### src/ssfd_pkg.sv
// package for the full-duplex clocked serial port: register map, field layouts,
// states and shared helpers. assumes a 32-bit AXI4-Lite register bus.
package ssfd_pkg;

  // ----------------------------------------------------------------
  // register map
  // ----------------------------------------------------------------
  localparam int unsigned ADDR_W = 4;
  localparam logic [3:0] OFF_CTRL = 4'h0;
  localparam logic [3:0] OFF_STAT = 4'h4;
  localparam logic [3:0] OFF_DATA = 4'h8;
  localparam logic [1:0] RESP_OKAY = 2'b00;
  localparam logic [1:0] RESP_SLVERR = 2'b10;

  // ----------------------------------------------------------------
  // field layouts and reset values
  // ----------------------------------------------------------------
  typedef struct packed {
    logic [2:0] clock_select_field;
    logic edge_select_field;
    logic bit_order_field;
    logic start_bit;
    logic [1:0] mode_field;
  } ssfd_ctrl_t;

  typedef struct packed {
    logic [1:0] rsvd;
    logic underrun_flag;
    logic overrun_flag;
    logic receive_complete_flag;
    logic buffer_full_flag;
    logic shift_active_flag;
    logic in_operation_flag;
  } ssfd_stat_t;

  localparam logic [7:0] CTRL_RST = 8'h00;
  localparam logic [7:0] STAT_RST = 8'h00;
  localparam logic [7:0] DATA_RST = 8'h00;
  localparam logic [1:0] MODE_OFF = 2'b00;
  localparam logic [1:0] MODE_FDX = 2'b11;
  localparam logic [2:0] CKS_EXT = 3'b111;
  localparam logic [2:0] BIT_LAST = 3'h7;
  localparam logic [15:0] HALF_BASE = 16'h0001;

  typedef enum logic [1:0] {
    ST_IDLE = 2'b00,
    ST_SHIFT = 2'b01,
    ST_WAIT = 2'b10,
    ST_DRAIN = 2'b11
  } ssfd_state_t;

  // ----------------------------------------------------------------
  // helpers
  // ----------------------------------------------------------------
  function automatic logic [15:0] ssfd_half(input logic [2:0] sel);
    return HALF_BASE << sel;
  endfunction : ssfd_half

  function automatic logic [7:0] ssfd_shift_in(input logic [7:0] sh, input logic msb, input logic bit_in);
    return msb ? {sh[6:0], bit_in} : {bit_in, sh[7:1]};
  endfunction : ssfd_shift_in

endpackage : ssfd_pkg

### src/ssfd_clkgen.sv
// serial clock source: internal divider or edges of the peer's clock.
// assumes the peer clock input is synchronous to aclk.
`timescale 1ns/100ps
module ssfd_clkgen import ssfd_pkg::*; (
  input wire logic aclk, // system clock
  input wire logic aresetn, // sync reset, low active
  input wire logic ce, // clock enable
  input wire logic run, // clocking allowed
  input wire logic ext, // take peer clock
  input wire logic edge_sel, // edge choice
  input wire logic [2:0] sel, // internal rate
  input wire logic sclk_in, // peer clock level
  output logic sclk_out, // driven clock level
  output logic sample_p, // sample edge pulse
  output logic launch_p // launch edge pulse
);
  logic [15:0] cnt_q;
  logic sclk_q;
  logic prev_q;
  logic tick;
  logic rise;
  logic fall;

  assign tick = run && !ext && (cnt_q == 16'(ssfd_half(sel) - 16'h0001));

  // internal clock at selected rate
  always_ff @(posedge aclk) begin
    if (!aresetn) begin
      cnt_q <= 16'h0000;
      sclk_q <= 1'b1;
    end else if (ce) begin
      if (!run || ext) begin
        cnt_q <= 16'h0000;
        sclk_q <= ~edge_sel;
      end else if (tick) begin
        cnt_q <= 16'h0000;
        sclk_q <= ~sclk_q;
      end else begin
        cnt_q <= 16'(cnt_q + 16'h0001);
      end
    end
  end

  always_ff @(posedge aclk) begin
    if (!aresetn) begin
      prev_q <= 1'b1;
    end else if (ce) begin
      prev_q <= sclk_in;
    end
  end

  assign rise = ext ? (run && sclk_in && !prev_q) : (tick && !sclk_q);
  assign fall = ext ? (run && !sclk_in && prev_q) : (tick && sclk_q);
  // edge choice
  assign sample_p = edge_sel ? fall : rise;
  assign launch_p = edge_sel ? rise : fall;
  assign sclk_out = sclk_q;

endmodule : ssfd_clkgen

### src/ssfd_shifter.sv
// eight-bit shift register that launches and samples on given pulses.
// assumes a launch pulse precedes each sample pulse.
`timescale 1ns/100ps
module ssfd_shifter import ssfd_pkg::*; (
  input wire logic aclk, // system clock
  input wire logic aresetn, // sync reset, low active
  input wire logic ce, // clock enable
  input wire logic load, // take a new byte
  input wire logic [7:0] load_data, // byte to send
  input wire logic msb_first, // bit order
  input wire logic launch, // drive next bit
  input wire logic sample, // take input bit
  input wire logic serial_in, // input pin level
  input wire logic force_high, // park output high
  output logic serial_out, // output pin level
  output logic [7:0] rx_byte, // byte at done
  output logic done // eighth bit taken
);
  logic [7:0] sh_q;
  logic [2:0] cnt_q;
  logic so_q;

  // send and sample together
  always_ff @(posedge aclk) begin
    if (!aresetn) begin
      sh_q <= 8'h00;
      cnt_q <= 3'h0;
    end else if (ce) begin
      if (load) begin
        sh_q <= load_data;
        cnt_q <= 3'h0;
      end else if (sample) begin
        sh_q <= ssfd_shift_in(sh_q, msb_first, serial_in);
        cnt_q <= 3'(cnt_q + 3'h1);
      end
    end
  end

  always_ff @(posedge aclk) begin
    if (!aresetn) begin
      so_q <= 1'b1;
    end else if (ce) begin
      if (force_high) begin
        so_q <= 1'b1;
      end else if (launch) begin
        // bit order
        so_q <= msb_first ? sh_q[7] : sh_q[0];
      end
    end
  end

  assign done = sample && (cnt_q == BIT_LAST);
  assign rx_byte = ssfd_shift_in(sh_q, msb_first, serial_in);
  assign serial_out = so_q;

endmodule : ssfd_shifter

### src/ssfd_top.sv
// full-duplex eight-bit clocked serial port with an AXI4-Lite register slave.
// assumes serial pins are synchronous to aclk and the bus master is AXI4-Lite.
//
// Notes on behaviour
// mode field value 11 selects full-duplex eight-bit transfer.
// clock select value 111 takes the serial clock from the pin.
// software loads the first byte before setting the start bit.
// while operating only mode 00 or start 0 writes take effect.
// start moves buffer to shifter; bits go out while bits come in.
// internal clock is driven on the pin; external comes from the peer.
// starting without a buffer write sends whatever the buffer holds.
// start sets in-operation and shift-active and pulses the interrupt.
// shift-active clears when the eighth bit is received; here it stays set at byte end on the external clock or with buffer-full set.
// buffer write with empty shifter during operation loads at once.
// buffer write with busy shifter sets buffer-full; next write replaces.
// each byte end sets receive-complete and pulses the interrupt.
// internal clock, buffer full at byte end: continue; overrun if unread.
// internal clock, buffer empty at byte end: pause, output high.
// external clock keeps going, resends old byte and flags underrun.
// external clock, byte received while receive-complete set flags overrun.
// start cleared while not shifting stops at once, no interrupt.
// start cleared while shifting finishes the byte, stops, interrupts.
// full stop clears in-operation, shift-active, buffer-full only.
// after stop output goes high on internal clock, holds on external.
// mode 00 forces stop, clears start and status, output high.
// data read clears receive-complete; status read clears overrun.
// status read clears the underrun flag.
// bit order and edge fields pick shift direction and clock edges.
//
// Chosen here: the register addresses and register access over AXI4-Lite.
`timescale 1ns/100ps
module ssfd_top import ssfd_pkg::*; (
  input wire logic aclk, // system clock, 10 MHz
  input wire logic aresetn, // sync reset, low active
  input wire logic ce, // clock enable
  input wire logic [ADDR_W-1:0] s_axi_awaddr, // write address
  input wire logic s_axi_awvalid, // write address valid
  output logic s_axi_awready, // write address ready
  input wire logic [31:0] s_axi_wdata, // write data
  input wire logic [3:0] s_axi_wstrb, // write strobes
  input wire logic s_axi_wvalid, // write data valid
  output logic s_axi_wready, // write data ready
  output logic [1:0] s_axi_bresp, // write response
  output logic s_axi_bvalid, // write response valid
  input wire logic s_axi_bready, // write response ready
  input wire logic [ADDR_W-1:0] s_axi_araddr, // read address
  input wire logic s_axi_arvalid, // read address valid
  output logic s_axi_arready, // read address ready
  output logic [31:0] s_axi_rdata, // read data
  output logic [1:0] s_axi_rresp, // read response
  output logic s_axi_rvalid, // read data valid
  input wire logic s_axi_rready, // read data ready
  input wire logic serial_clock_pin_i, // clock pin level in
  output logic serial_clock_pin_o, // clock pin level out
  output logic serial_clock_pin_oe, // clock pin drive enable
  input wire logic serial_in_pin, // serial data in
  output logic serial_out_pin, // serial data out
  output logic serial_irq // interrupt request pulse
);

  // ----------------------------------------------------------------
  // bus slave
  // ----------------------------------------------------------------
  logic aw_hold_q;
  logic w_hold_q;
  logic [ADDR_W-1:0] awaddr_q;
  logic [31:0] wdata_q;
  logic [3:0] wstrb_q;
  logic bvalid_q;
  logic [1:0] bresp_q;
  logic rvalid_q;
  logic [1:0] rresp_q;
  logic [31:0] rdata_q;
  logic wr_fire;
  logic rd_fire;
  logic wr_ctrl;
  logic wr_data;
  logic rd_stat;
  logic rd_data;
  logic wr_hit;
  logic rd_hit;

  ssfd_ctrl_t ctrl_q;
  ssfd_stat_t stat_w;
  ssfd_ctrl_t ctrl_in;
  ssfd_state_t state_q;
  logic [7:0] tx_buf_q;
  logic [7:0] rx_buf_q;
  logic sef_q;
  logic buffer_full_flag_q;
  logic receive_complete_flag_q;
  logic overrun_flag_q;
  logic underrun_flag_q;
  logic reuse_q;
  logic irq_q;

  assign s_axi_awready = !aw_hold_q && !bvalid_q;
  assign s_axi_wready = !w_hold_q && !bvalid_q;
  assign wr_fire = aw_hold_q && w_hold_q && !bvalid_q && ce;
  assign s_axi_arready = !rvalid_q;
  assign rd_fire = s_axi_arvalid && !rvalid_q && ce;
  assign wr_hit = (awaddr_q == OFF_CTRL) || (awaddr_q == OFF_STAT) || (awaddr_q == OFF_DATA);
  assign rd_hit = (s_axi_araddr == OFF_CTRL) || (s_axi_araddr == OFF_STAT) || (s_axi_araddr == OFF_DATA);
  assign wr_ctrl = wr_fire && wstrb_q[0] && (awaddr_q == OFF_CTRL);
  assign wr_data = wr_fire && wstrb_q[0] && (awaddr_q == OFF_DATA);
  assign rd_stat = rd_fire && (s_axi_araddr == OFF_STAT);
  assign rd_data = rd_fire && (s_axi_araddr == OFF_DATA);
  assign ctrl_in = ssfd_ctrl_t'(wdata_q[7:0]);

  always_ff @(posedge aclk) begin
    if (!aresetn) begin
      aw_hold_q <= 1'b0;
      awaddr_q <= 4'h0;
    end else if (ce) begin
      if (s_axi_awvalid && s_axi_awready) begin
        aw_hold_q <= 1'b1;
        awaddr_q <= s_axi_awaddr;
      end else if (wr_fire) begin
        aw_hold_q <= 1'b0;
      end
    end
  end

  always_ff @(posedge aclk) begin
    if (!aresetn) begin
      w_hold_q <= 1'b0;
      wdata_q <= 32'h0000_0000;
      wstrb_q <= 4'h0;
    end else if (ce) begin
      if (s_axi_wvalid && s_axi_wready) begin
        w_hold_q <= 1'b1;
        wdata_q <= s_axi_wdata;
        wstrb_q <= s_axi_wstrb;
      end else if (wr_fire) begin
        w_hold_q <= 1'b0;
      end
    end
  end

  always_ff @(posedge aclk) begin
    if (!aresetn) begin
      bvalid_q <= 1'b0;
      bresp_q <= RESP_OKAY;
    end else if (ce) begin
      if (wr_fire) begin
        bvalid_q <= 1'b1;
        bresp_q <= wr_hit ? RESP_OKAY : RESP_SLVERR;
      end else if (s_axi_bready) begin
        bvalid_q <= 1'b0;
      end
    end
  end

  always_ff @(posedge aclk) begin
    if (!aresetn) begin
      rvalid_q <= 1'b0;
      rresp_q <= RESP_OKAY;
      rdata_q <= 32'h0000_0000;
    end else if (ce) begin
      if (rd_fire) begin
        rvalid_q <= 1'b1;
        rresp_q <= rd_hit ? RESP_OKAY : RESP_SLVERR;
        case (s_axi_araddr)
          OFF_CTRL: rdata_q <= {24'h00_0000, ctrl_q};
          OFF_STAT: rdata_q <= {24'h00_0000, stat_w};
          OFF_DATA: rdata_q <= {24'h00_0000, rx_buf_q};
          default: rdata_q <= 32'h0000_0000;
        endcase
      end else if (s_axi_rready) begin
        rvalid_q <= 1'b0;
      end
    end
  end

  assign s_axi_bvalid = bvalid_q;
  assign s_axi_bresp = bresp_q;
  assign s_axi_rvalid = rvalid_q;
  assign s_axi_rresp = rresp_q;
  assign s_axi_rdata = rdata_q;

  // ----------------------------------------------------------------
  // serial engine
  // ----------------------------------------------------------------
  logic in_op;
  logic shifting;
  logic ext_clk;
  logic run;
  logic sample_p;
  logic launch_p;
  logic done;
  logic [7:0] rx_byte;
  logic start_req;
  logic stop_req;
  logic force_off;
  logic load;
  logic [7:0] load_data;
  logic force_high;
  logic idle_stop;

  assign in_op = (state_q != ST_IDLE);
  assign shifting = (state_q == ST_SHIFT) || (state_q == ST_DRAIN);
  // external clock select
  assign ext_clk = (ctrl_q.clock_select_field == CKS_EXT);
  assign run = shifting;
  // mode 00 forces a stop
  assign force_off = wr_ctrl && (ctrl_in.mode_field == MODE_OFF);
  // start only in full-duplex mode
  assign start_req = wr_ctrl && !in_op && ctrl_in.start_bit && (ctrl_in.mode_field == MODE_FDX);
  assign stop_req = wr_ctrl && in_op && !ctrl_in.start_bit && !force_off;
  assign idle_stop = stop_req && ((state_q == ST_WAIT) || (state_q == ST_SHIFT && reuse_q));
  // immediate load into an empty shifter
  assign load = start_req || (done && state_q == ST_SHIFT) || (wr_data && state_q == ST_WAIT);
  assign load_data = (wr_data && state_q == ST_WAIT) ? wdata_q[7:0] : tx_buf_q;
  // output parks high
  assign force_high = force_off || (idle_stop && !ext_clk) || (done && !ext_clk && (state_q == ST_DRAIN || !buffer_full_flag_q));

  // fields locked while operating
  always_ff @(posedge aclk) begin
    if (!aresetn) begin
      ctrl_q <= ssfd_ctrl_t'(CTRL_RST);
    end else if (ce) begin
      if (wr_ctrl && !in_op) begin
        ctrl_q <= ctrl_in;
      end else if (force_off) begin
        ctrl_q.mode_field <= MODE_OFF;
        ctrl_q.start_bit <= 1'b0;
      end else if (stop_req) begin
        ctrl_q.start_bit <= 1'b0;
      end
    end
  end

  always_ff @(posedge aclk) begin
    if (!aresetn) begin
      state_q <= ST_IDLE;
    end else if (ce) begin
      if (force_off) begin
        state_q <= ST_IDLE;
      end else begin
        case (state_q)
          ST_IDLE: begin
            // start loads the shifter
            if (start_req) begin
              state_q <= ST_SHIFT;
            end
          end
          ST_SHIFT: begin
            // stop now or after the byte
            if (stop_req) begin
              state_q <= reuse_q ? ST_IDLE : ST_DRAIN;
            end else if (done && !ext_clk && !buffer_full_flag_q) begin
              state_q <= ST_WAIT;
            end
          end
          ST_WAIT: begin
            if (stop_req) begin
              state_q <= ST_IDLE;
            end else if (wr_data) begin
              state_q <= ST_SHIFT;
            end
          end
          ST_DRAIN: begin
            if (done) begin
              state_q <= ST_IDLE;
            end
          end
          default: state_q <= ST_IDLE;
        endcase
      end
    end
  end

  // buffer-full and overwrite
  always_ff @(posedge aclk) begin
    if (!aresetn) begin
      tx_buf_q <= DATA_RST;
      buffer_full_flag_q <= 1'b0;
    end else if (ce) begin
      if (wr_data) begin
        tx_buf_q <= wdata_q[7:0];
      end
      if (force_off || idle_stop || (done && state_q == ST_DRAIN)) begin
        // stop clears buffer-full
        buffer_full_flag_q <= 1'b0;
      end else if (wr_data && shifting) begin
        buffer_full_flag_q <= 1'b1;
      end else if (done && state_q == ST_SHIFT) begin
        // continue with buffered byte
        buffer_full_flag_q <= 1'b0;
      end
    end
  end

  // shift-active tracking
  always_ff @(posedge aclk) begin
    if (!aresetn) begin
      sef_q <= 1'b0;
    end else if (ce) begin
      if (force_off || idle_stop) begin
        sef_q <= 1'b0;
      end else if (start_req || (wr_data && state_q == ST_WAIT)) begin
        sef_q <= 1'b1;
      end else if (done) begin
        sef_q <= (state_q == ST_SHIFT) && (ext_clk || buffer_full_flag_q);
      end
    end
  end

  // receive-complete and overrun
  always_ff @(posedge aclk) begin
    if (!aresetn) begin
      rx_buf_q <= DATA_RST;
      receive_complete_flag_q <= 1'b0;
      overrun_flag_q <= 1'b0;
    end else if (ce) begin
      if (force_off) begin
        receive_complete_flag_q <= 1'b0;
        overrun_flag_q <= 1'b0;
      end else if (done) begin
        receive_complete_flag_q <= 1'b1;
        if (receive_complete_flag_q && !rd_data) begin
          // keep the unread byte
          overrun_flag_q <= 1'b1;
        end else begin
          rx_buf_q <= rx_byte;
          // status read clears overrun
          if (rd_stat) begin
            overrun_flag_q <= 1'b0;
          end
        end
      end else begin
        if (rd_data) begin
          receive_complete_flag_q <= 1'b0;
        end
        if (rd_stat) begin
          overrun_flag_q <= 1'b0;
        end
      end
    end
  end

  // resend and underrun
  always_ff @(posedge aclk) begin
    if (!aresetn) begin
      reuse_q <= 1'b0;
      underrun_flag_q <= 1'b0;
    end else if (ce) begin
      if (force_off) begin
        reuse_q <= 1'b0;
        underrun_flag_q <= 1'b0;
      end else begin
        if (wr_data || start_req) begin
          reuse_q <= 1'b0;
        end else if (done && ext_clk && state_q == ST_SHIFT && !buffer_full_flag_q) begin
          reuse_q <= 1'b1;
        end else if (launch_p && reuse_q) begin
          reuse_q <= 1'b0;
        end
        if (launch_p && reuse_q && shifting) begin
          underrun_flag_q <= 1'b1;
        end else if (rd_stat) begin
          underrun_flag_q <= 1'b0;
        end
      end
    end
  end

  // interrupt pulses
  always_ff @(posedge aclk) begin
    if (!aresetn) begin
      irq_q <= 1'b0;
    end else if (ce) begin
      irq_q <= (start_req || done) && !force_off;
    end else begin
      irq_q <= 1'b0;
    end
  end

  assign stat_w = ssfd_stat_t'({2'b00, underrun_flag_q, overrun_flag_q, receive_complete_flag_q, buffer_full_flag_q, sef_q, in_op});

  // ----------------------------------------------------------------
  // clock and shift units
  // ----------------------------------------------------------------
  ssfd_clkgen u_clkgen (
    .aclk(aclk),
    .aresetn(aresetn),
    .ce(ce),
    .run(run),
    .ext(ext_clk),
    .edge_sel(ctrl_q.edge_select_field),
    .sel(ctrl_q.clock_select_field),
    .sclk_in(serial_clock_pin_i),
    .sclk_out(serial_clock_pin_o),
    .sample_p(sample_p),
    .launch_p(launch_p)
  );

  // buffer contents sent as they stand
  ssfd_shifter u_shifter (
    .aclk(aclk),
    .aresetn(aresetn),
    .ce(ce),
    .load(load),
    .load_data(load_data),
    .msb_first(ctrl_q.bit_order_field),
    .launch(launch_p && shifting),
    .sample(sample_p && shifting),
    .serial_in(serial_in_pin),
    .force_high(force_high),
    .serial_out(serial_out_pin),
    .rx_byte(rx_byte),
    .done(done)
  );

  // drive the clock pin only for the internal clock
  assign serial_clock_pin_oe = !ext_clk && (ctrl_q.mode_field == MODE_FDX);
  assign serial_irq = irq_q;

endmodule : ssfd_top

### config.mk
export PLATFORM = sky130hd
export DESIGN_NAME = ssfd_top
export DESIGN_NICKNAME = d
export VERILOG_FILES = /design/src/ssfd_pkg.sv /design/src/ssfd_clkgen.sv /design/src/ssfd_shifter.sv /design/src/ssfd_top.sv
export SDC_FILE = /design/constraint.sdc
export NUM_CORES = 1
export LEC_CHECK = 0
export ABC_AREA = 1
export BUFFER_PORTS_ARGS = -buffer_cell sky130_fd_sc_hd__buf_4
export CORE_UTILIZATION = 55
export DETAILED_ROUTE_END_ITERATION = 8
export HOLD_SLACK_MARGIN = 0.03
export PLACE_DENSITY = 0.76
export SLEW_MARGIN = 15
export SYNTH_ARGS = -nofsm -noshare
export SYNTH_HDL_FRONTEND = slang
export SYNTH_SLANG_ARGS = --single-unit
### constraint.sdc
create_clock -name aclk -period 2.7 [get_ports aclk]
set_input_delay 0.27 -clock aclk [delete_from_list [all_inputs] [get_ports aclk]]
set_output_delay 0.27 -clock aclk [all_outputs]
set_load 0.01 [all_outputs]
## After elaboration in Yosys (flattened, before gate mapping)

Cells that the tools add are included.

| word-level totals | value |
|---|---|
| word-level logic and storage cells | 240 |
| bits in latches | 0 |
| ROM bits | 0 |
| memory bits (writable) | 0 |
| memories kept | 0 |
| output and inout port bits | 45 |
| input bits | 54 |
| register bits | 116 |

| cells by class | value |
|---|---|
| equal/unequal tests | 16 |
| reduce and logical (&&, ||, !) cells | 125 |
| divide/modulo/power cells | 0 |
| bitwise operators | 4 |
| multiplexer cells | 60 |
| $mul | 0 |
| add/subtract/negate cells | 3 |
| order comparisons | 0 |
| shifts and indexed selects | 1 |

Operators by type and width:

| kind | count |
|---|---|
| logical AND 1 bit | 51 |
| AND reduction 2 bit | 21 |
| 2-to-1 mux 1 bit | 38 |
| 2-to-1 mux 16 bit | 2 |
| 2-to-1 mux 8 bit | 4 |
| one-hot mux 8 bit (3 select lines) | 1 |
| 2-to-1 mux 2 bit | 11 |
| logical OR 1 bit | 18 |
| nonzero test 2 bit | 9 |
| adder 16 x 1 -> 16 bit, second input constant | 1 |
| == test 16 bit | 1 |
| << shifter 1 x 3 -> 16 bit, first input constant | 1 |
| subtractor 16 x 1 -> 16 bit, second input constant | 1 |
| nonzero test 3 bit | 5 |
| logical NOT 1 bit | 14 |
| 2-to-1 mux 3 bit | 3 |
| == test 2 bit, second input constant | 4 |
| == test 4 x 3 -> 1 bit, second input constant | 2 |
| == test 4 bit, second input constant | 2 |
| logical NOT 4 bit | 2 |
| one-hot mux 2 bit (4 select lines) | 1 |
| == test 3 bit, second input constant | 2 |
| != test 3 bit, second input constant | 2 |
| AND reduction 5 bit | 1 |
| other kinds (8) | 12 |

## Depth between registers and ports, before layout

Gate-level depths: netlist of the first run.

| depth | value |
|---|---|
| word-level depth | 15 |
| mapped depth | 22 |

## Hierarchy

From an unflattened synthesis of the first run, not the netlist that was laid out.

| second synthesis, totals | value |
|---|---|
| cell total of the unflattened synthesis | 763 |
| area total of the unflattened synthesis | 5101.1 µm² |

Modules (own cells, without submodules):

| module | cells each | times used | area each (µm²) |
|---|---|---|---|
| ssfd_top | 427 | 1 | 3031.7 |
| ssfd_clkgen | 190 | 1 | 1244.9 |
| ssfd_shifter | 146 | 1 | 824.5 |

## Worst setup path after synthesis of the first run

OpenSTA, ideal clock, no wires.

| path | value |
|---|---|
| kind | reg-to-reg |
| start | register ctrl_q[6] (netlist bit) |
| end | register rx_buf_q[0] |
| data required time | 2.583 ns |
| buffers on the path | 2 |
| slack | 0.238 ns |
| cell stages (with the launch flop) | 19 |
| arrival | 2.345 ns |
| cell sequence | dfxtp_1 > buf_4 > nand2_2 > nor2_2 > inv_2 > ha_1 > nand2_1 > nand3_1 > nor2_1 > nand3_1 > nor2_2 > nand4_2 > nand3_2 > nand3_4 > inv_2 > nand2_1 > buf_4 > o21ai_1 > a21oi_1 |

| on the way | value |
|---|---|
| cells in the longest elaborated chain, start to end | 10 |
| elaborated cells on any way between the ends | 15 |
| classes of those cells | add/sub (1); eq/ne (2); shift (1); mux (3); reduce/logical (8) |

Ends and longest elaborated chain:

| item | line | RTL |
|---|---|---|
| start: declaration | ssfd_top.sv:83 | `ssfd_ctrl_t ctrl_q;` |
| start signal: assignment | ssfd_top.sv:220 | `ctrl_q <= ssfd_ctrl_t'(CTRL_RST);` |
| start signal: assignment | ssfd_top.sv:223 | `ctrl_q <= ctrl_in;` |
| << shifter 1 x 3 -> 16 bit / == test 3 bit (equally long branches) | ssfd_pkg.sv:56, ssfd_top.sv:203 |  |
| subtractor 16 x 1 -> 16 bit / logical NOT 1 bit (equally long branches) | ssfd_clkgen.sv:24 | `assign tick = run && !ext && (cnt_q == 16'(ssfd_half(sel) - 16'h0001));` |
| == test 16 bit / logical AND 1 bit (equally long branches) | ssfd_clkgen.sv:24 |  |
| logical AND 1 bit | ssfd_clkgen.sv:24 |  |
| logical AND 1 bit (on tied branches) | ssfd_clkgen.sv:52, ssfd_clkgen.sv:53 |  |
| 2-to-1 mux 1 bit (on tied branches) | ssfd_clkgen.sv:52, ssfd_clkgen.sv:53 |  |
| 2-to-1 mux 1 bit * | ssfd_clkgen.sv:55 | `assign sample_p = edge_sel ? fall : rise;` |
| logical AND 1 bit * | ssfd_top.sv:407 | `.sample(sample_p && shifting),` |
| logical AND 1 bit * | ssfd_shifter.sv:52 | `assign done = sample && (cnt_q == BIT_LAST);` |
| AND reduction 4 bit (no source line) * | - |  |
| end signal: assignment | ssfd_top.sv:325 | `rx_buf_q <= rx_byte;` |
| end: declaration | ssfd_top.sv:88 | `logic [7:0] rx_buf_q;` |

Mark *: on every way between the ends. The rest lies on a longest branch, timed or not.
A chain may end at the register's enable or synchronous reset.

## Worst setup path after layout of the first run

| path | value |
|---|---|
| start | register ctrl_q[6] (netlist bit) |
| end | register u_shifter.sh_q[1] |

| on the way | value |
|---|---|
| cells in the longest elaborated chain, start to end | 14 |
| elaborated cells on any way between the ends | 20 |
| classes of those cells | add/sub (1); eq/ne (2); shift (1); mux (4); reduce/logical (12) |

Ends and longest elaborated chain:

| item | line | RTL |
|---|---|---|
| << shifter 1 x 3 -> 16 bit / == test 3 bit (equally long branches) | ssfd_pkg.sv:56, ssfd_top.sv:203 |  |
| subtractor 16 x 1 -> 16 bit / logical NOT 1 bit (equally long branches) | ssfd_clkgen.sv:24 |  |
| == test 16 bit / logical AND 1 bit (equally long branches) | ssfd_clkgen.sv:24 |  |
| logical AND 1 bit | ssfd_clkgen.sv:24 |  |
| logical AND 1 bit (on tied branches) | ssfd_clkgen.sv:52, ssfd_clkgen.sv:53 |  |
| 2-to-1 mux 1 bit (on tied branches) | ssfd_clkgen.sv:52, ssfd_clkgen.sv:53 |  |
| 2-to-1 mux 1 bit * | ssfd_clkgen.sv:55 |  |
| logical AND 1 bit * | ssfd_top.sv:407 |  |
| logical AND 1 bit | ssfd_shifter.sv:52 |  |
| logical AND 1 bit | ssfd_top.sv:212 | `assign load = start_req \|\| (done && state_q == ST_SHIFT) \|\| (wr_data && state_q == ST_WAIT);` |
| logical OR 1 bit (2 in a row) | ssfd_top.sv:212 |  |
| nonzero test 2 bit (no source line) | - |  |
| AND reduction 2 bit (no source line) | - |  |
| end signal: assignment | ssfd_shifter.sv:30 | `sh_q <= load_data;` |
| end signal: assignment | ssfd_shifter.sv:33 | `sh_q <= ssfd_shift_in(sh_q, msb_first, serial_in);` |
| end: declaration | ssfd_shifter.sv:19 | `logic [7:0] sh_q;` |

Marks and branches as above.

==> results by group, run 1 <==
Power and ir drop
  – Leak: 2.42 nW
  – PwrDens: 439 mW/mm^2
  – Worst vdd ir: 361 uV
  – Final Total Pwr: 0.00246 W

Clock network
  – Root buffer cell: clkbuf_8
  – Clk_lat worst skew: 0.36 ns
  – CTS Sinks: 90
  – Number of buffers created by CTS: 9
  – Clock Tree Buf Depth: 2
  – Reg clk slew, reported paths: 0.09 ns
  – H-tree depth: 3
  – CTS tree: done

Final layout
  – Nets@finish: 835
  – Layout Area Growth over Synthesis: 13.5%
  – Most common cell after layout, fill and taps aside: nand2_1
  – Share of cells above drive strength 1: 15.4%
  – Most frequent cells in the layout: nand2_1, nor2_1, dfxtp_1
  – Post-route insts no fill: 889
  – Final Core Density: 64.3%
  – Diodes inserted: 0

GRT
  – Largest net degree at the start of global routing: 42
  – Most Used Layer, Global Route: met2
  – GR Util All Layers: 26.9%
  – Routing usage on met3: 5.64%
  – Grt met2 use: 43.7%
  – Vias in the first global route: 4345
  – Grt met1 use: 36.1%
  – First-pass GRT wire length: 20500 um
  – Initial antenna violation count: 0
  – Grt ovf: 0

Logic synthesis
  – Yosys top cell by area: dfxtp_1
  – Syn Inst Count: 722
  – Synth area leaders: dfxtp_1, nand2_1, nor2_1
  – Top cell type's share of synthesized area: 36.4%
  – Sequential cell area fraction in the yosys report: 36.4%
  – Mapped Area: 0.00494 mm^2
  – Yosys reg bits: 90
  – Async set-reset flop share out of synthesis: 0%
  – Ys flop type: dfxtp_1
  – Synth unique cells: 48
  – Syn. warnings: 0
  – EDFF count, synth: 0
  – Synth Area per Inst: 6.85 um^2

Drt
  – Vias per inst: 5.34
  – Final WL: 12300 um
  – Drt pass-1 iters: 5
  – DR WL/cell: 13.8 um
  – DRT iter0 DRCs: 270
  – ANT nets after route: 0
  – Drt drc: 0
  – DR vias: 4751

Hold path
  – Worst hold path class: primary input to flop

STA
  – Minimum hold slack: 0.158 ns
  – Final hold viol count: 0
  – Final number of setup-violating endpoints: 0
  – Measured slew at the worst slew-check pin: 0.519 ns
  – Final min period: 2.57 ns
  – Fmax: 0.389 GHz
  – Clk_skew: 0.00559 ns
  – Worst slew margin: 65.2%
  – Max-slew violations: 0
  – Final Cycle Share: 95.1%
  – Post-route worst setup slack: 0.131 ns

Placed design
  – Number of buffers added on ports: 45
  – Hpwl dp: 9100 um
  – Placed insts: 871
  – GP Congestion: 0.959
  – Pre-CTS setup slack: -0.0216 ns

Critical path
  – Critical Path Most Common Cell: nor2_1
  – Worst Setup Path Type: flop to flop
  – Delay-heaviest family, CP: simple AND/OR/NAND/NOR gates
  – Critical Path AT: 2.83 ns
  – Crit path largest cell delay: 0.34 ns
  – CP Data Required Time: 2.96 ns
  – Crit-path max FO: 9
  – Worst path bufs/invs: 1
  – Critical path launch point type: flop
  – Slowest cell on the critical path: dfxtp_2
  – Crit. End Element: flop
  – CP Cell Sequence: buf_4 -> nor2_8 -> nand2_1 -> ha_4 -> nor2_1 -> nor2_1 -> nand2_1 -> nor2_1 -> nand3_1 -> nor2_4 -> nand4_4 -> nand3_4 -> nand4_4 -> nand2_2 -> nand3_1 -> nand2_1 -> nor2_1

Floorplanning
  – DIE AREA: 0.00937 mm^2
  – Row cnt: 34
  – Die Span Y: 96.8 um
  – Die Wd: 96.8 um
  – CORE AREA: 0.00872 mm^2
  – Initial Utilization: 56.7%
  – I/O pins: 99

Job
  – Max Cap Viol: 0

Status
  – Status: finished, final reports clean
[metal layers]
metal,wire (um),share of wire (%)
met1,5650,46
met2,5790,47
met3,692,5.6
met4,172,1.4
met5,0,0
[registers in the layout, summed over array words and instances (netlist names), 2 cells and up]
register	cells
u_clkgen.cnt_q	16
u_shifter.sh_q	8
ctrl_q	8
wdata_q	8
awaddr_q	4
state_q	2
s_axi_rdata	8
rx_buf_q	8
u_shifter.cnt_q	3
tx_buf_q	8
[through the flow]
| stage | area [um^2] | TNS (ns) |
|---|---|---|
| final | 5610 | 0 |
| after global routing | 5610 | -0.0288 |
| after CTS | 5510 | 0 |
| after detailed placement | 5340 | -0.0219 |
| after global placement | 5340 | 0 |
| after floorplan | 5040 | 0 |
[worst register-to-register path, cell delays in order, from the launching register on]
cell     delay (ns)
dfxtp_2        0.34
buf_4          0.15
nor2_8         0.10
nand2_1        0.10
ha_4           0.28
nor2_1         0.04
nor2_1         0.11
nand2_1        0.07
nor2_1         0.09
nand3_1        0.11
nor2_4         0.18
nand4_4        0.13
nand3_4        0.13
nand4_4        0.20
nand2_2        0.20
nand3_1        0.13
nand2_1        0.09
nor2_1         0.05
[logic make-up (layout without fill, tap and decap cells)]
logic type,Yosys count,after routing,synth area share (%)
AND/OR/NAND/NOR,347,347,32.9
buffers and inverters,138,172,13.1
AO/OA/AOI/OAI,132,132,14.5
flip-flops,90,90,36.4
XOR/XNOR,6,6,1.06
adder cells (fa/ha/maj),5,5,1.27
multiplexers,3,3,0.658
other,1,26,0.0759
[worst paths after layout]
check | cells past startpoint | slack [ns] | start | to
setup / recovery | 17 | 0.13 | ctrl_q[6] | u_shifter.sh_q[1]
hold / removal | 3 | 0.16 | s_axi_wdata[1] | wdata_q[1]
setup reg to reg | 17 | 0.13 | ctrl_q[6] | u_shifter.sh_q[1]
hold reg to reg | 2 | 0.46 | tx_buf_q[1] | tx_buf_q[1]
[layout make-up]
| class | instances | area (um^2) |
|---|---|---|
| inverter | 92 | 345 |
| clock buffer | 10 | 128 |
| fill | 807 | 3110 |
| timing repair buffer | 64 | 484 |
| sequential | 90 | 1810 |
| clock inverter | 6 | 43.8 |
| tap | 108 | 135 |
| multi-input combinational | 519 | 2670 |
[cell usage after synthesis, types with 4 or more instances]
cell	n
nand3_1	61
o21ai_0	51
clkbuf_1	12
nor2_1	91
buf_4	28
inv_1	83
inv_2	7
nand2_1	146
ha_1	5
dfxtp_1	90
nand2_2	7
a21oi_1	58
nor3_1	10
xor2_1	4
a31oi_1	4
nand4_1	9
[what timing repair did]
item                       in CTS  in global routing
pin swaps                       0                  1
setup buffers                   0                  2
hold buffers                    0                  0
setup endpoints to repair       8                 29
resized for setup               2                 18
[where the power goes]
group / switching, W / total [W] / leakage, nW / internal (W)
clock: 0.000488 / 0.000822 / 0.0745 / 0.000334
combinational: 0.000170 / 0.000257 / 1.62 / 0.0000873
sequential: 0.0000305 / 0.00138 / 0.731 / 0.00135
total: 0.000688 / 0.00246 / 2.42 / 0.00177
Power figures use the tool's default switching activity.
==> run 2: changes to the inputs <==
- clock period: 2.7 -> 2.8 ns (I/O delays scaled with it)
==> results by group, run 2 (synthesis results as in run 1) <==
Placed design
  – Placed insts: 867 (was 871)
  – Hpwl dp: 9010 um (was 9100 um)
  – GP Congestion: 0.935 (was 0.959)
  – Number of buffers added on ports: 45 (unchanged)

Drt
  – DR WL/cell: 13.9 um (was 13.8 um)
  – Final WL: 12300 um (about the same)
  – ANT nets after route: 0 (unchanged)
  – Drt drc: 0 (unchanged)
  – DR vias: 4766 (was 4751)
  – Drt pass-1 iters: 6 (was 5)
  – DRT iter0 DRCs: 292 (was 270)
  – Vias per inst: 5.39 (was 5.34)

Final layout
  – Final Core Density: 63.9% (was 64.3%)
  – Filler Cells Inserted: 817 (was 807)
  – Layout Area Growth over Synthesis: 12.8% (was 13.5%)
  – Top reg by flops: u_clkgen.cnt_q (unchanged)
  – Area of the multi-input gates: 0.00265 mm^2 (was 0.00267 mm^2)
  – Post-route insts no fill: 884 (was 889)
  – Most common cell after layout, fill and taps aside: nand2_1 (unchanged)
  – Nets@finish: 830 (was 835)
  – Share of cells above drive strength 1: 14.3% (was 15.4%)
  – Largest register FFs: 16 (unchanged)
  – Sequential cell area: 0.00181 mm^2 (about the same)
  – Most frequent cells in the layout: nand2_1, nor2_1, dfxtp_1 (unchanged)
  – Diodes inserted: 0 (unchanged)

Critical path
  – Critical path launch point type: flop (unchanged)
  – Reg2Reg Depth: 21 (was 17)
  – Crit. End Element: flop (unchanged)
  – Slowest cell on the critical path: dfxtp_2 (unchanged)
  – Reg-to-reg startpoint: ctrl_q[6] (unchanged)
  – Crit path largest cell delay: 0.34 ns (about the same)
  – Critical Path AT: 2.88 ns (was 2.83 ns)
  – Worst R2R End: u_shifter.sh_q[1] (unchanged)
  – Worst Setup Path Type: flop to flop (unchanged)
  – Crit-path max FO: 6 (was 9)
  – R2r setup slk: 0.20 ns (was 0.13 ns)
  – CP Cell Sequence: buf_4 -> nor2_8 -> nand2_2 -> ha_2 -> nand2_1 -> inv_1 -> nor2_1 -> nand2_1 -> nor2_1 -> nand3_1 -> nor2_4 -> nand4_4 -> nand3_4 -> nand2_1 -> nand2_2 -> nand2_2 -> inv_4 -> buf_4 -> nand3_1 -> nand2_1 -> nor2_1 (was buf_4 -> nor2_8 -> nand2_1 -> ha_4 -> nor2_1 -> nor2_1 -> nand2_1 -> nor2_1 -> nand3_1 -> nor2_4 -> nand4_4 -> nand3_4 -> nand4_4 -> nand2_2 -> nand3_1 -> nand2_1 -> nor2_1)
  – Critical Path Most Common Cell: nand2_1 (was nor2_1)
  – CP Data Required Time: 3.08 ns (was 2.96 ns)

Floorplanning
  – Die Span Y: 96.8 um (unchanged)
  – I/O pins: 99 (unchanged)
  – DIE AREA: 0.00937 mm^2 (unchanged)
  – Initial Utilization: 56.7% (unchanged)
  – Row cnt: 34 (unchanged)
  – CORE AREA: 0.00872 mm^2 (unchanged)
  – Die Wd: 96.8 um (unchanged)

STA
  – Fmax: 0.384 GHz (was 0.389 GHz)
  – Final number of setup-violating endpoints: 0 (unchanged)
  – Final hold viol count: 0 (unchanged)
  – Measured slew at the worst slew-check pin: 0.505 ns (was 0.519 ns)
  – Final min period: 2.60 ns (was 2.57 ns)
  – Clk_skew: 0.0165 ns (was 0.00559 ns)
  – Max-slew violations: 0 (unchanged)
  – Worst slew margin: 66.3% (was 65.2%)
  – Final Cycle Share: 92.9% (was 95.1%)
  – Total negative slack: 0 ns (unchanged)

Clock network
  – Reg clk slew, reported paths: 0.10 ns (was 0.09 ns)
  – H-tree depth: 3 (unchanged)
  – Number of buffers created by CTS: 9 (unchanged)
  – CTS Sinks: 90 (unchanged)
  – Clock Tree Buf Depth: 2 (unchanged)
  – CTS tree: done (unchanged)
  – Root buffer cell: clkbuf_8 (unchanged)
  – Clk_lat worst skew: 0.38 ns (was 0.36 ns)
  – Hold_buf cts: 0 (unchanged)

Hold path
  – Worst hold endpoint: u_clkgen.prev_q (was wdata_q[1])
  – Worst hold path class: primary input to flop (unchanged)
  – Worst hold stages: 2 (was 3)
  – Worst hold start: serial_clock_pin_i (was s_axi_wdata[1])

GRT
  – Vias in the first global route: 4250 (was 4345)
  – Largest net degree at the start of global routing: 42 (unchanged)
  – GR Util All Layers: 26.6% (was 26.9%)
  – Initial antenna violation count: 0 (unchanged)
  – Grt ovf: 0 (unchanged)
  – First-pass GRT wire length: 20200 um (was 20500 um)

Status
  – Status: finished, final reports clean (unchanged)

Power and ir drop
  – Switching pwr: 0.000683 W (was 0.000688 W)
  – Leak: 2.40 nW (was 2.42 nW)
  – P_int: 0.00180 W (was 0.00177 W)
  – Part of the power in combinational logic: 9.8% (was 10.4%)
  – Switching Share: 27.5% (was 27.9%)
  – Worst vdd ir: 283 uV (was 361 uV)
  – Final Total Pwr: 0.00248 W (was 0.00246 W)
  – PwrDens: 446 mW/mm^2 (was 439 mW/mm^2)
  – Clock share of power: 36.5% (was 33.4%)
  – Register share of total power: 53.7% (was 56.2%)

Job
  – Max Cap Viol: 0 (unchanged)
## run 2: layout make-up
class / count / area share (%)
Clock buffer: 10 / 2.29
Clock inverter: 6 / 1.19
Inverter: 92 / 6.24
Multi-Input combinational cell: 519 / 47.5
Sequential cell: 90 / 32.4
Tap cell: 108 / 2.42
Timing Repair Buffer: 59 / 8.01
## run 2: through the flow
step | instance area (um^2) | hold slack, ns | setup slack, ns
floorplan | 5040 | 0.421 | 0.338
global placement | 5310 | 0.439 | 0.0625
detailed placement | 5310 | 0.448 | 0.0172
CTS | 5500 | 0.152 | 0.00400
global route | 5580 | 0.147 | -0.00492
finish | 5580 | 0.159 | 0.198
## run 2: what timing repair did
item / in CTS / in global routing
setup buffers: 0 / 1
gates resized for setup: 1 / 15
endpoints found under the setup margin: 1 / 27
pin swaps: 0 / 2
## run 2: routing by layer
layer  wire [um]  track usage [%]  up-vias
met5           0                0        -
met4         155             8.15        0
met3         750             5.13       13
met2        5670             43.1      163
met1        5690             35.8     2186
li1            -                -     2404
## run 2: worst max path at each step
stage               startpoint                end  slack, ns
floorplan            ctrl_q[6]        rx_buf_q[0]       0.34
global placement     ctrl_q[7]  u_shifter.sh_q[1]       0.06
detailed placement   ctrl_q[7]        rx_buf_q[7]       0.02
CTS                  ctrl_q[6]        rx_buf_q[7]      0.004
global route         ctrl_q[7]  u_shifter.sh_q[1]     -0.005
finish               ctrl_q[6]  u_shifter.sh_q[1]       0.20
## run 2: power by group through the flow
stage               Combinational, W  Sequential [W]  Clock [W]
finish                      0.000243         0.00133   0.000906
global route                0.000272         0.00134   0.000973
CTS                         0.000237         0.00133   0.000912
detailed placement          0.000237         0.00136          0
global placement            0.000230         0.00136          0
floorplan                   0.000181         0.00136          0
## run 2: critical path, delay by kind of cell, from the launching register on
| family | cells | cell delay [ns] |
|---|---|---|
| buffers and inverters | 4 | 0.44 |
| and+or+nand+nor | 16 | 1.46 |
| adders and majority gates | 1 | 0.28 |
| DFF | 1 | 0.34 |
==> run 3: changes to the inputs <==
- CAP_MARGIN: default -> 30
- CORE_ASPECT_RATIO: default -> 1.75
==> results by group, run 3 (synthesis results as in run 1) <==
STA
  – Final min period: 2.63 ns (was 2.60 ns)
  – Max-slew violations: 0 (unchanged)
  – Final hold viol count: 0 (unchanged)
  – Measured slew at the worst slew-check pin: 0.768 ns (was 0.505 ns)
  – Final number of setup-violating endpoints: 0 (unchanged)
  – Fmax: 0.380 GHz (was 0.384 GHz)
  – RSZ-0062 raised after global routing: true
  – Post-route worst setup slack: 0.170 ns (was 0.198 ns)
  – Clk_skew: 0.00425 ns (was 0.0165 ns)
  – Final Cycle Share: 93.9% (was 92.9%)
  – Worst slew margin: 48.5% (was 66.3%)

Clock network
  – Root buffer cell: clkbuf_16 (was clkbuf_8)
  – Hold_buf cts: 0 (unchanged)
  – H-tree depth: 3 (unchanged)
  – CTS Sinks: 90 (unchanged)
  – Clock Tree Buf Depth: 2 (unchanged)
  – Reg clk slew, reported paths: 0.06 ns (was 0.10 ns)
  – Number of buffers created by CTS: 9 (unchanged)
  – Clk_lat worst skew: 0.35 ns (was 0.38 ns)
  – CTS tree: done (unchanged)

Final layout
  – Sequential cell area: 0.00181 mm^2 (about the same)
  – Largest register FFs: 16 (unchanged)
  – Post-layout instance area: 0.00581 mm^2 (was 0.00558 mm^2)
  – Diodes inserted: 0 (unchanged)
  – Final Core Density: 67.0% (was 63.9%)
  – Most frequent cells in the layout: nand2_1, nor2_1, dfxtp_1 (unchanged)
  – Layout Area Growth over Synthesis: 17.5% (was 12.8%)
  – Area of the multi-input gates: 0.00267 mm^2 (was 0.00265 mm^2)
  – Most common cell after layout, fill and taps aside: nand2_1 (unchanged)
  – Filler Cells Inserted: 806 (was 817)
  – Top reg by flops: u_clkgen.cnt_q (unchanged)
  – Share of cells above drive strength 1: 16.3% (was 14.3%)
  – Nets@finish: 838 (was 830)

GRT
  – Grt ovf: 0 (unchanged)
  – First-pass GRT wire length: 20400 um (was 20200 um)
  – Vias in the first global route: 4403 (was 4250)
  – Initial antenna violation count: 0 (unchanged)
  – Largest net degree at the start of global routing: 42 (unchanged)
  – GR Util All Layers: 28.6% (was 26.6%)

Job
  – Max Cap Viol: 0 (unchanged)

Drt
  – DR WL/cell: 14.3 um (was 13.9 um)
  – Vias per inst: 5.42 (was 5.39)
  – DR vias: 4885 (was 4766)
  – Drt drc: 0 (unchanged)
  – Final WL: 12900 um (was 12300 um)
  – DRT iter0 DRCs: 250 (was 292)
  – ANT nets after route: 0 (unchanged)
  – Drt pass-1 iters: 5 (was 6)

Placed design
  – Placed cell areas: 0.00536 mm^2 (was 0.00531 mm^2)
  – Hpwl dp: 9590 um (was 9010 um)
  – Number of buffers added on ports: 45 (unchanged)
  – GP Congestion: 0.978 (was 0.935)
  – Pre-CTS setup slack: 0.0720 ns (was 0.0172 ns)

Floorplanning
  – Initial Utilization: 57.0% (was 56.7%)
  – Die Span Y: 127 um (was 96.8 um)
  – DIE AREA: 0.00939 mm^2 (was 0.00937 mm^2)
  – I/O pins: 99 (unchanged)
  – CORE AREA: 0.00867 mm^2 (was 0.00872 mm^2)
  – Row cnt: 45 (was 34)
  – Die Wd: 73.7 um (was 96.8 um)

Hold path
  – Worst hold path class: primary input to flop (unchanged)

Critical path
  – Crit path largest cell delay: 0.34 ns (about the same)
  – Delay-heaviest family, CP: simple AND/OR/NAND/NOR gates (unchanged)
  – CP Data Required Time: 3.05 ns (was 3.08 ns)
  – Worst path bufs/invs: 4 (unchanged)
  – Slowest cell on the critical path: dfxtp_2 (unchanged)
  – Worst Setup Path Type: flop to flop (unchanged)
  – Critical path launch point type: flop (unchanged)
  – Critical Path AT: 2.87 ns (was 2.88 ns)
  – Crit. End Element: flop (unchanged)
  – CP Cell Sequence: buf_4 -> nor2_8 -> nand2_4 -> ha_4 -> nand2_1 -> inv_1 -> nor2_1 -> nand2_1 -> nor2_1 -> nand3_1 -> nor2_2 -> nand4_2 -> nand3_4 -> nand2_2 -> nand2_2 -> nand2_4 -> inv_6 -> buf_4 -> nand3_1 -> nand2_1 -> nor2_1 (was buf_4 -> nor2_8 -> nand2_2 -> ha_2 -> nand2_1 -> inv_1 -> nor2_1 -> nand2_1 -> nor2_1 -> nand3_1 -> nor2_4 -> nand4_4 -> nand3_4 -> nand2_1 -> nand2_2 -> nand2_2 -> inv_4 -> buf_4 -> nand3_1 -> nand2_1 -> nor2_1)
  – Crit-path max FO: 7 (was 6)

Status
  – Status: finished, final reports clean (unchanged)

Power and ir drop
  – Leak: 2.52 nW (was 2.40 nW)
  – Worst vdd ir: 399 uV (was 283 uV)
  – PwrDens: 487 mW/mm^2 (was 446 mW/mm^2)
[run 3: cell count changes in the layout (fill, tap and decap cells not counted), moves of 3 or more]
cell / before / now
nand2_1: 146 / 143
clkbuf_8: 9 / 1
buf_4: 58 / 63
clkbuf_16: 0 / 10
a21oi_1: 58 / 55
a21oi_2: 0 / 3
nand2_4: 0 / 3
nor2_2: 0 / 3
[run 3: report_power, final]
group,switching (W),internal (W)
logic,0.000165,0.0000882
clock network,0.000523,0.000716
registers,0.0000270,0.00131
total,0.000715,0.00211
[run 3: what timing repair did]
item                                    CTS  global route
resized for setup                         0            27
endpoints found under the setup margin    0            24
buffers inserted                          0             3
[run 3: final timing paths]
check | start | to | slack (ns) | depth (start not counted)
worst max-delay path | ctrl_q[7] | u_shifter.sh_q[0] | 0.17 | 21
worst min-delay path | s_axi_awaddr[1] | awaddr_q[1] | 0.18 | 3
worst max register to register | ctrl_q[7] | u_shifter.sh_q[0] | 0.17 | 21
worst min register to register | tx_buf_q[0] | tx_buf_q[0] | 0.46 | 2
[run 3: area by class of cell]
class	instances	share of cell area, %
multi-input cells	519	45.9
flip-flops and latches	90	31.1
repair buffers	67	9.22
inverters	92	6.03
clock buffers	10	4.11
well taps	117	2.52
clock inverters	6	1.14
[run 3: worst register-to-register path, stage by stage, from the launching register on]
cell and delay, ns:
dfxtp_2 0.34, buf_4 0.16, nor2_8 0.12, nand2_4 0.07, ha_4 0.24, nand2_1 0.06, inv_1 0.04, nor2_1 0.08
nand2_1 0.07, nor2_1 0.11, nand3_1 0.09, nor2_2 0.18, nand4_2 0.16, nand3_4 0.14, nand2_2 0.08, nand2_2 0.08
nand2_4 0.09, inv_6 0.10, buf_4 0.11, nand3_1 0.09, nand2_1 0.09, nor2_1 0.05
[run 3: metrics by stage]
step                hold slack [ns]  std cells  setup TNS (ns)  power (W)
global placement              0.439        881               0    0.00160
CTS                           0.186        897               0    0.00284
floorplan                     0.421        747               0    0.00154
global route                  0.201        901          -0.256    0.00291
detailed placement            0.447        881               0    0.00161
finish                        0.183        901               0    0.00283
[run 3: routing by layer]
layer  wire, um  vias up  GRT usage (%)
met2       7090      161           52.2
met3        501       45           3.79
li1           -     2430              -
met4        614        0           18.4
met1       4700     2249           29.4
met5          0        -              0
